==> src/pkg/lcd_port_pkg.sv <==
package lcd_port_pkg;

    // Avalon word addressing: one register per 32-bit word, data in the low byte
    localparam int ADDR_W = 16;
    localparam int DATA_W = 32;
    localparam int REG_W = 8;

    localparam logic [ADDR_W-1:0] IDX_PORTA_LATCH = 16'hffcd;
    localparam logic [ADDR_W-1:0] IDX_PORTA_DIR = 16'hffed;
    localparam logic [ADDR_W-1:0] IDX_PORTB_LEVELS = 16'hffde;
    localparam logic [ADDR_W-1:0] IDX_PORTC_LEVELS = 16'hffdf;
    localparam logic [ADDR_W-1:0] IDX_LCD_PORT_CTRL = 16'hffc0;
    localparam logic [ADDR_W-1:0] IDX_CONV_MODE = 16'hffc1;
    localparam logic [ADDR_W-1:0] IDX_POWER_MODE = 16'hffc2;

    localparam logic [REG_W-1:0] PORTA_LATCH_RST = 8'hf0;
    localparam logic [REG_W-1:0] PORTA_DIR_RST = 8'hf0;
    localparam logic [REG_W-1:0] LCD_PORT_CTRL_RST = 8'h00;
    localparam logic [REG_W-1:0] CONV_MODE_RST = 8'h00;
    localparam logic [REG_W-1:0] DIR_READ_VALUE = 8'hff;
    localparam logic [3:0] PORTA_UPPER_ONES = 4'hf;

    // Converter channel codes: below 4 no pin, 4..11 port B bit 0..7, 12..15 port C bit 0..3
    localparam logic [3:0] CHAN_PORTB_FIRST = 4'h4;
    localparam logic [3:0] CHAN_PORTC_FIRST = 4'hc;

    localparam logic [1:0] RESP_OKAY = 2'h0;
    localparam logic [1:0] RESP_DECODE_ERR = 2'h3;

    // Byte layout of the LCD port control register, msb first
    typedef struct packed {
        logic [1:0] dutySelect;
        logic commonSwap;
        logic segmentExtension;
        logic [3:0] segmentSelect;
    } lcd_cfg_t;

    typedef struct packed {
        logic out;
        logic oe;
    } pin_drive_t;

    typedef struct packed {
        logic [3:0] reserved;
        logic [3:0] analogChannelSelect;
    } conv_mode_t;

    typedef enum logic [2:0] {
        PWR_ACTIVE = 3'h0,
        PWR_SLEEP = 3'h1,
        PWR_SUBSLEEP = 3'h2,
        PWR_STANDBY = 3'h3,
        PWR_WATCH = 3'h4,
        PWR_SUBACTIVE = 3'h5
    } pwr_mode_t;

    localparam pwr_mode_t POWER_MODE_RST = PWR_ACTIVE;

    typedef enum logic [1:0] {
        BUS_IDLE = 2'b01,
        BUS_ACK = 2'b10
    } bus_state_t;

endpackage : lcd_port_pkg

==> src/design/lcd_shared_io_ports.sv <==
// How it works
// Port A is four bidirectional pins whose data sits in the output latch.
// Reset sets the port A output latch to f0.
// Port A bits set as outputs read back the latch value.
// Port A bits set as inputs read back the sampled pin level.
// Direction one drives the latched bit out; zero makes the pin an input.
// Latch and direction steer a pin only while LCD config leaves it general.
// Reset sets port A direction to f0, so all four pins are inputs.
// Port A direction is write-only and always reads as all ones.
// Pin 3 is common 4 if segments on and swap or duty 11.
// Pin 2 is common 3 if segments on and swap or duty above 01.
// Pin 2's neighbour pin 1 is common 2 if segments on and swap or duty nonzero.
// Pin 0 is common 1 whenever segment extension or segment select is nonzero.
// Pins float in reset and standby, hold in sleep, subsleep and watch, run otherwise.
// Port B is eight input-only pins behind a read-only register.
// Reading port B returns the present levels of its eight pins.
// Port C is four input-only pins in the low bits of a read-only register.
// Reading port C returns the present levels of its four pins.
// A pin chosen as the converter analog channel reads as zero.
// Port A latch bits 7 to 4 read one and ignore writes.
//
// The Avalon-MM interface to the registers was chosen for this implementation.
`timescale 1ns/1ps

module lcd_shared_io_ports (
    input wire logic sys_clk,
    input wire logic arst_n,
    input wire logic [lcd_port_pkg::ADDR_W-1:0] avAddress,
    input wire logic avRead,
    input wire logic avWrite,
    input wire logic [lcd_port_pkg::DATA_W-1:0] avWriteData,
    input wire logic [3:0] avByteEnable,
    output logic [lcd_port_pkg::DATA_W-1:0] avReadData,
    output logic avWaitRequest,
    output logic [1:0] avResponse,
    input wire logic [3:0] portaPinIn,
    output logic [3:0] portaPinOut,
    output logic [3:0] portaPinOe,
    input wire logic [3:0] lcdCommonDrive,
    input wire logic [7:0] portbPinIn,
    input wire logic [3:0] portcPinIn
);
    import lcd_port_pkg::*;

    // Returns which of a group of pins the converter channel currently claims
    function automatic logic [7:0] analog_mask(
        input logic [3:0] channel,
        input logic [3:0] first,
        input logic [3:0] count
    );
        logic [3:0] offset;
        logic [7:0] mask;
        offset = channel - first;
        mask = 8'h00;
        if ((channel >= first) && (offset < count)) begin
            mask[offset[2:0]] = 1'b1;
        end
        return mask;
    endfunction : analog_mask

    function automatic logic is_legal_power_mode(input logic [2:0] code);
        return code <= PWR_SUBACTIVE;
    endfunction : is_legal_power_mode

    // Bus handshake state
    bus_state_t busState_ff;
    bus_state_t nxt_busState;
    logic [DATA_W-1:0] avReadData_ff;
    logic [DATA_W-1:0] nxt_avReadData;
    logic avWaitRequest_ff;
    logic nxt_avWaitRequest;
    logic [1:0] avResponse_ff;
    logic [1:0] nxt_avResponse;

    // Software-visible registers
    logic [3:0] portaLatch_ff;
    logic [3:0] nxt_portaLatch;
    logic [3:0] portaDir_ff;
    logic [3:0] nxt_portaDir;
    lcd_cfg_t lcdPortControl_ff;
    lcd_cfg_t nxt_lcdPortControl;
    conv_mode_t convModeReg_ff;
    conv_mode_t nxt_convModeReg;
    pwr_mode_t powerMode_ff;
    pwr_mode_t nxt_powerMode;

    // Pin drivers
    logic [3:0] portaPinOut_ff;
    logic [3:0] nxt_portaPinOut;
    logic [3:0] portaPinOe_ff;
    logic [3:0] nxt_portaPinOe;

    // Decode and read-back helpers
    logic addrHit;
    logic [REG_W-1:0] readByte;
    logic [7:0] portbAnalogMask;
    logic [7:0] portcAnalogMask;
    logic [3:0] portaReadBits;
    logic writeNow;
    pin_drive_t [3:0] pinDrive;
    logic [3:0] pinIsCommon;

    genvar gi;
    generate
        for (gi = 0; gi < 4; gi++) begin : g_pin
            port_a_pin_mux #(
                .PIN_INDEX(gi)
            ) u_pin_mux (
                .cfg(lcdPortControl_ff),
                .dirBit(portaDir_ff[gi]),
                .latchBit(portaLatch_ff[gi]),
                .commonDrive(lcdCommonDrive[gi]),
                .drive(pinDrive[gi]),
                .isCommon(pinIsCommon[gi])
            );
        end
    endgenerate

    always_comb begin
        portbAnalogMask = analog_mask(convModeReg_ff.analogChannelSelect, CHAN_PORTB_FIRST,
            4'h8);
        portcAnalogMask = analog_mask(convModeReg_ff.analogChannelSelect, CHAN_PORTC_FIRST,
            4'h4);
        // Output bits return the latch, input bits the pin, per bit
        portaReadBits = (portaDir_ff & portaLatch_ff)
            | (~portaDir_ff & portaPinIn);
    end

    always_comb begin
        addrHit = 1'b1;
        readByte = 8'h00;
        unique case (avAddress)
            IDX_PORTA_LATCH: readByte = {PORTA_UPPER_ONES, portaReadBits};
            IDX_PORTA_DIR: readByte = DIR_READ_VALUE;
            IDX_PORTB_LEVELS: readByte = portbPinIn & ~portbAnalogMask;
            IDX_PORTC_LEVELS: begin
                readByte = {4'h0, portcPinIn & ~portcAnalogMask[3:0]};
            end
            IDX_LCD_PORT_CTRL: readByte = lcdPortControl_ff;
            IDX_CONV_MODE: readByte = convModeReg_ff;
            IDX_POWER_MODE: readByte = {5'h00, powerMode_ff};
            default: addrHit = 1'b0;
        endcase
    end

    // Every request costs one idle cycle then one answer cycle; waitrequest
    // is a flop so the master sees a clean, glitch-free handshake.
    always_comb begin
        nxt_busState = busState_ff;
        nxt_avReadData = avReadData_ff;
        nxt_avWaitRequest = 1'b1;
        nxt_avResponse = avResponse_ff;
        unique case (busState_ff)
            BUS_IDLE: begin
                if (avRead || avWrite) begin
                    nxt_busState = BUS_ACK;
                    nxt_avWaitRequest = 1'b0;
                    nxt_avResponse = addrHit ? RESP_OKAY : RESP_DECODE_ERR;
                    nxt_avReadData = avRead ? {24'h000000, readByte} : '0;
                end
            end
            BUS_ACK: begin
                nxt_busState = BUS_IDLE;
            end
        endcase
    end

    always_ff @(posedge sys_clk or negedge arst_n) begin
        if (!arst_n) begin
            busState_ff <= BUS_IDLE;
            avReadData_ff <= '0;
            avWaitRequest_ff <= 1'b1;
            avResponse_ff <= RESP_OKAY;
        end else begin
            busState_ff <= nxt_busState;
            avReadData_ff <= nxt_avReadData;
            avWaitRequest_ff <= nxt_avWaitRequest;
            avResponse_ff <= nxt_avResponse;
        end
    end

    // A write lands on the edge where the master samples waitrequest low
    always_comb begin
        writeNow = (busState_ff == BUS_ACK) && avWrite && avByteEnable[0];
        nxt_portaLatch = portaLatch_ff;
        nxt_portaDir = portaDir_ff;
        nxt_lcdPortControl = lcdPortControl_ff;
        nxt_convModeReg = convModeReg_ff;
        nxt_powerMode = powerMode_ff;
        if (writeNow) begin
            unique case (avAddress)
                IDX_PORTA_LATCH: nxt_portaLatch = avWriteData[3:0];
                IDX_PORTA_DIR: nxt_portaDir = avWriteData[3:0];
                IDX_LCD_PORT_CTRL: nxt_lcdPortControl = avWriteData[REG_W-1:0];
                IDX_CONV_MODE: nxt_convModeReg = {4'h0, avWriteData[3:0]};
                IDX_POWER_MODE: begin
                    // Undefined mode codes are dropped so the mode stays legal
                    if (is_legal_power_mode(avWriteData[2:0])) begin
                        nxt_powerMode = pwr_mode_t'(avWriteData[2:0]);
                    end
                end
                default: begin
                end
            endcase
        end
    end

    always_ff @(posedge sys_clk or negedge arst_n) begin
        if (!arst_n) begin
            portaLatch_ff <= PORTA_LATCH_RST[3:0];
            portaDir_ff <= PORTA_DIR_RST[3:0];
            lcdPortControl_ff <= LCD_PORT_CTRL_RST;
            convModeReg_ff <= CONV_MODE_RST;
            powerMode_ff <= POWER_MODE_RST;
        end else begin
            portaLatch_ff <= nxt_portaLatch;
            portaDir_ff <= nxt_portaDir;
            lcdPortControl_ff <= nxt_lcdPortControl;
            convModeReg_ff <= nxt_convModeReg;
            powerMode_ff <= nxt_powerMode;
        end
    end

    // The power mode gates the pin drivers; the pins lag a setting by one cycle.
    always_comb begin
        nxt_portaPinOut = portaPinOut_ff;
        nxt_portaPinOe = portaPinOe_ff;
        unique case (powerMode_ff)
            PWR_ACTIVE, PWR_SUBACTIVE: begin
                for (int i = 0; i < 4; i++) begin
                    nxt_portaPinOut[i] = pinDrive[i].out;
                    nxt_portaPinOe[i] = pinDrive[i].oe;
                end
            end
            PWR_SLEEP, PWR_SUBSLEEP, PWR_WATCH: begin
                // Frozen pins keep their last level and direction
            end
            PWR_STANDBY: begin
                nxt_portaPinOe = 4'h0;
            end
        endcase
    end

    always_ff @(posedge sys_clk or negedge arst_n) begin
        if (!arst_n) begin
            portaPinOut_ff <= 4'h0;
            portaPinOe_ff <= 4'h0;
        end else begin
            portaPinOut_ff <= nxt_portaPinOut;
            portaPinOe_ff <= nxt_portaPinOe;
        end
    end

    assign avReadData = avReadData_ff;
    assign avWaitRequest = avWaitRequest_ff;
    assign avResponse = avResponse_ff;
    assign portaPinOut = portaPinOut_ff;
    assign portaPinOe = portaPinOe_ff;

endmodule : lcd_shared_io_ports

==> src/design/port_a_pin_mux.sv <==
`timescale 1ns/1ps

module port_a_pin_mux #(
    parameter int PIN_INDEX = 0
) (
    input wire lcd_port_pkg::lcd_cfg_t cfg,
    input wire logic dirBit,
    input wire logic latchBit,
    input wire logic commonDrive,
    output lcd_port_pkg::pin_drive_t drive,
    output logic isCommon
);
    import lcd_port_pkg::*;

    logic segmentsOn;

    always_comb begin
        segmentsOn = cfg.segmentExtension | (cfg.segmentSelect != 4'h0);
        unique case (PIN_INDEX)
            3: isCommon = segmentsOn & (cfg.commonSwap | (cfg.dutySelect == 2'h3));
            2: isCommon = segmentsOn & (cfg.commonSwap | cfg.dutySelect[1]);
            1: isCommon = segmentsOn & (cfg.commonSwap | (cfg.dutySelect != 2'h0));
            default: isCommon = segmentsOn;
        endcase
        if (isCommon) begin
            // Latch and direction are ignored while the LCD owns the pin
            drive.out = commonDrive;
            drive.oe = 1'b1;
        end else begin
            drive.out = latchBit;
            drive.oe = dirBit;
        end
    end

endmodule : port_a_pin_mux

==> config.mk <==
export PLATFORM = sky130hd
export DESIGN_NAME = lcd_shared_io_ports
export DESIGN_NICKNAME = d
export VERILOG_FILES = /design/src/pkg/lcd_port_pkg.sv /design/src/design/lcd_shared_io_ports.sv /design/src/design/port_a_pin_mux.sv
export SDC_FILE = /design/constraint.sdc
export NUM_CORES = 1
export LEC_CHECK = 0
export BUFFER_PORTS_ARGS = -buffer_cell sky130_fd_sc_hd__buf_2
export CORE_MARGIN = 2
export CORE_UTILIZATION = 44
export CTS_BUF_LIST = sky130_fd_sc_hd__clkbuf_2 sky130_fd_sc_hd__clkbuf_4 sky130_fd_sc_hd__clkbuf_8
export CTS_CLUSTER_SIZE = 20
export DETAILED_ROUTE_END_ITERATION = 6
export GPL_TIMING_DRIVEN = 1
export PLACE_DENSITY = 0.85
export SYNTH_ARGS = -nofsm -noshare
export SYNTH_HDL_FRONTEND = slang
export SYNTH_SLANG_ARGS = --single-unit
==> constraint.sdc <==
create_clock -name sys_clk -period 1.7 [get_ports sys_clk]
set_input_delay 0.085 -clock sys_clk [delete_from_list [all_inputs] [get_ports sys_clk]]
set_output_delay 0.085 -clock sys_clk [all_outputs]
set_load 0.02 [all_outputs]
# Yosys cells after proc, flatten, opt, wreduce, memory -nomap -nowiden
# Cells that the tools add are included.
# Widths: inputs -> output; s select.
# totals
register_bits,68
in_bits,76
output_inout_bits,43
word_cells,91
# op_classes
n_addsub,2
n_lt_le_gt_ge,9
n_eq_ne,13
muxes,19
bitwise_logic,15
reduce_logical,19
# op_table
operator,count
$eq 16x16->1 const B,7
$pmux 8 s7,1
$mux 8,2
$and 4x4->4,3
$mux 2,6
$reduce_and 2->1,5
$and 8x8->8,1
$lt 3x4->1 const B,2
$not 4->4,2
$not 8->8,1
$pmux 4 s2,1
$reduce_or 7->1,1
$demux 1 s3,2
$ge 3x1->1 const B,2
$logic_and 1x1->1,6
$mux 1,5
$eq 2x2->1 const B,2
$ge 4x3->1 const B,1
$ge 4x4->1 const B,1
$lt 4x3->1 const B,1
$lt 4x4->1 const B,1
$mux 4,1
$or 1x1->1,4
$or 4x4->4,1
other kinds (15),18

# Longest topological paths before layout
# logic_depth
ltp_word,10
ltp_mapped,7
mapped_depth_nobuf,6

# Modules after synthesis
# A second synthesis with hierarchy kept.
# hier_totals
hier_cells,272
hier_area_um2,2697.6
# by_module_without_submodules
mod,instances,cells_per_inst,area_each_um2,seq_area_each_um2
lcd_shared_io_ports,1,251,2522.4,1078.5
port_a_pin_mux at g_pin[1].u_pin_mux,1,6,53.8,0.0
port_a_pin_mux at g_pin[3].u_pin_mux,1,6,48.8,0.0
port_a_pin_mux at g_pin[2].u_pin_mux,1,4,37.5,0.0
port_a_pin_mux at g_pin[0].u_pin_mux,1,5,35.0,0.0

# Worst setup path before layout
# OpenSTA, ideal clock, no wires.
# synth_path
path_type,register to register
startpoint,reg lcdPortControl_ff[3] in the netlist's numbering
endpoint,"reg portaPinOe_ff[3], in the netlist portaPinOe[3]"
setup_time_ns,0.137
t_arrival_ns,1.591
required_time_ns,1.563
slack_ns,-0.028
path_stages_with_launch,6
path_buffers,0
period_less_slack_ns,1.728
path_cell_list,dfrtp_1 -> or4_4 -> o22ai_2 -> nor2_1 -> a2111oi_0 -> nor3_1
# synth_via
elab_chain_len,5
# synth_lines
item,line_no,rtl
start: declaration,lcd_shared_io_ports.sv:80,lcd_cfg_t lcdPortControl_ff;
start signal: assignment,lcd_shared_io_ports.sv:218,lcdPortControl_ff <= nxt_lcdPortControl;
$reduce_bool 4->1,port_a_pin_mux.sv:18,segmentsOn = cfg.segmentExtension | (cfg.segmentSelect != 4'h0);
$or 1x1->1,port_a_pin_mux.sv:18,
$and 1x1->1,port_a_pin_mux.sv:20,3: isCommon = segmentsOn & (cfg.commonSwap | (cfg.dutySelect == 2'h3));
$mux 2,port_a_pin_mux.sv:25,if (isCommon) begin
$pmux 4 s2,lcd_shared_io_ports.sv:228,unique case (powerMode_ff)
end signal: assignment,lcd_shared_io_ports.sv:250,portaPinOe_ff <= nxt_portaPinOe;
end: declaration,lcd_shared_io_ports.sv:90,logic [3:0] portaPinOe_ff;
# Every way passes these cells.
# A chain may end at the register's enable or synchronous reset.

# Worst setup path after layout
# layout_path
startpoint,reg lcdPortControl_ff[3] in the netlist's numbering
endpoint,"reg portaPinOe_ff[1], in the netlist portaPinOe[1]"
# layout_via
elab_chain_len,5
# layout_lines
item,line_no,rtl
$reduce_bool 4->1,port_a_pin_mux.sv:18,
$or 1x1->1,port_a_pin_mux.sv:18,
$and 1x1->1,port_a_pin_mux.sv:22,1: isCommon = segmentsOn & (cfg.commonSwap | (cfg.dutySelect != 2'h0));
$mux 2,port_a_pin_mux.sv:25,
$pmux 4 s2,lcd_shared_io_ports.sv:228,
# Every way passes these cells.

==> impl_metrics.yaml <==
drt:
  wl_met2_um: 3610
  topRoutingLayerUsed: "met4"
  wl_met1_um: 2830
  wl_um: 6990
  drtIter0Drc: 118
  postRouteAntennaNets: 0
  drc: 0
  vias: 2404
  drt_first_pass_iters: 4
  routed_via_density: 5.55
  route.met3.wl_um: 442
  routedWlPerCell_um: 16.1
critical_path:
  start_kind: "register"
  slowest_stage: "or4_4"
  r2r-end: "portaPinOe[1]$_DFFE_PN0P_"
  r2r_slack_ns: -0.05
  crit_arrival_ns: 1.91
  path_buf_inv: 1
  crit_type: "reg -> reg"
  crit_cells: 6
  slowest_delay_ns: 0.60
  crit_chain: "or4_4, o32ai_4, buf_6, a21oi_1, a211oi_2, a221oi_2"
  worstSetupEndpoint: "portaPinOe[1]$_DFFE_PN0P_"
  crit_family: "simple AND/OR/NAND/NOR gates"
  crit_path_max_fanout: 3
  r2r_start: "lcdPortControl_ff[3]$_DFFE_PN0P_"
  critPathRequiredTime_ns: 1.86
  crit_start: "lcdPortControl_ff[3]$_DFFE_PN0P_"
  end_kind: "register"
  rr_worst_depth: 6
timing:
  rsz0062_at_grt: "true"
  maxSlewHeadroom_pct: 54.6
  setup_viol: 4
  hold_slack_ns: 0.0222
  final-max-slew-violation-count: 0
  fin_crit_ns: 1.75
  tightest_slew_ns: 0.676
  skew_ns: 0.0106
  hold_viol: 0
  layout_setup_ws_ns: -0.0474
  period_share_pct: 103
  max_freq_mhz: 572
die:
  die_w_um: 80.7
  core_area_um2: 5610
  die_h_um: 80.7
  start_util_pct: 46.1
  num_rows: 27
  fp.dieArea_um2: 6510
  num_io_pins: 119
clock_tree:
  clkLatencyLatePin_ns: 0.29
  clkTransAtPathRegs_ns: 0.09
  cts_buffers: 5
  h-tree-depth: 2
  clk_root_buffer_cell: "clkbuf_8"
  cts_tree: "done"
  clock_path_buffers: 2
  cts_sinks: 43
grt:
  antenna_found_initial: 0
  overflow: 0
  grt_pass1_wl_um: 10800
  grt_use_total_pct: 21.7
  first_global_vias: 2233
  grt_max_degree: 44
logic_synthesis:
  ys_types: 43
  yosys_warnings: 0
  async_flop_share_pct: 100
  synthCells: 268
  ys_seq_area_share_pct: 41.7
  netlist_area_um2: 2590
  ys_ff_latch: 43
  synth_area_per_cell_um2: 9.65
  synth_edf_count: 0
  ys.flop_type: "dfrtp_1"
outcome:
  status: "finished with violations"
  violations: "setup timing"
placed_design:
  post-dp-hpwl_um: 5320
  portBuffers: 67
  gp_congestion: 0.890
layout:
  final_util_pct: 59.7
  drive_gt1_share_pct: 42.9
  diodes: 0
  fillers: 491
  finalNetCount: 437
  syn_to_final_growth_pct: 29.5
min_path:
  hold_start: "avWriteData[4]"
  hold_path_class: "in -> reg"
power_and_ir_drop:
  powerDensity_nw_per_um2: 639
  leakage_nw: 1.60
  ir_drop_v: 0.000445
flow_run:
  maxCapViolations: 0
-- logic make-up after synthesis --
logic type               Yosys count  share of synthesized area (%)
AND/OR/NAND/NOR                   78                           16.2
AO/OA/AOI/OAI                     69                           17.2
flip-flops                        43                           41.7
buffers and inverters             42                           9.92
multiplexers                      34                           14.4
adder cells (fa/ha/maj)            1                          0.484
other                              1                          0.145
-- cells in the final DEF, fill, tap and decap left out, types with 9 or more instances in the layout --
master,n
buf_2,67
a21oi_1,21
mux2_2,25
mux2i_1,9
buf_4,25
o21ai_1,11
nand2_1,23
nor2_1,12
conb_1,24
dfrtp_1,41
-- stage by stage --
stage | setup WS (ns) | total power, W | instances | TNS [ns] | area, µm²
after global routing | -0.115 | 0.00226 | 433 | -0.474 | 3350
final | -0.0474 | 0.00214 | 433 | -0.0915 | 3350
after CTS | -0.0480 | 0.00214 | 432 | -0.172 | 3230
after floorplan | 0.00519 | 0.00138 | 291 | 0 | 2680
after detailed placement | -0.211 | 0.00148 | 423 | -0.582 | 3090
after global placement | -0.219 | 0.00146 | 423 | -0.442 | 3090
-- registers in the layout (all words and copies together), names as in the netlist --
register and count:
lcdPortControl_ff 8, avResponse 1, avReadData 8, busState_ff 2
avWaitRequest 1, convModeReg_ff 4, portaDir_ff 4, powerMode_ff 3
portaPinOut 4, portaPinOe 4, portaLatch_ff 4
-- synth_stat cells, types with 5 or more instances --
| cell | n | area share (%) |
|---|---|---|
| o21ai_0 | 10 | 1.9 |
| o21ai_1 | 8 | 1.5 |
| a211oi_1 | 5 | 1.5 |
| mux2_2 | 25 | 11 |
| nand3_1 | 5 | 0.97 |
| clkbuf_1 | 8 | 1.2 |
| a21oi_1 | 22 | 4.3 |
| mux2i_1 | 9 | 3.5 |
| dfrtp_1 | 41 | 40 |
| buf_4 | 26 | 7.5 |
| nand2b_1 | 6 | 1.5 |
| inv_1 | 7 | 1.0 |
| nand2_1 | 25 | 3.6 |
| nor2_1 | 14 | 2.0 |
| o2111ai_1 | 8 | 2.7 |
-- cell type report --
cell class / instances / area [µm²] / area share (%)
Multi-Input combinational cell: 206 / 1480 / 44.3
Inverter: 7 / 26.3 / 0.785
Sequential cell: 43 / 1080 / 32.2
Timing Repair Buffer: 97 / 578 / 17.3
Tap cell: 72 / 90.1 / 2.69
Clock buffer: 5 / 68.8 / 2.06
Clock inverter: 3 / 23.8 / 0.710
-- routing by layer --
metal	vias to the layer above	global-route usage (%)
met1	1161	26.8
li1	1124	-
met5	-	0
met4	0	5.59
met2	107	38.6
met3	12	4.27
-- report_power, final --
group	leakage [nW]	total, W	internal [W]	switching [W]
registers	0.589	0.00110	0.00107	0.0000208
logic	0.969	0.000373	0.000118	0.000254
clock network	0.0408	0.000670	0.000294	0.000376
-- how the worst min path moves through the flow --
stage                                        to  slack [ns]  cells past startpoint
2_1_floorplan         avReadData[0]$_DFFE_PN0P_       -0.21                      0
3_3_place_gp          avResponse[0]$_DFFE_PN0P_        0.17                      2
3_5_place_dp          avResponse[0]$_DFFE_PN0P_        0.18                      2
4_1_cts        lcdPortControl_ff[4]$_DFFE_PN0P_        0.03                      2
5_1_grt        lcdPortControl_ff[4]$_DFFE_PN0P_        0.02                      2
6_report       lcdPortControl_ff[4]$_DFFE_PN0P_        0.02                      2
-- what timing repair did --
| item | in CTS | in global routing |
|---|---|---|
| buffers inserted | 0 | 1 |
| endpoints found under the hold margin | 41 | 0 |
| hold buffers | 1 | 0 |
| resized for setup | 11 | 22 |
| pin swaps | 7 | 9 |
| endpoints found under the setup margin | 5 | 25 |
Note: power is estimated with default switching activity, not from simulation.
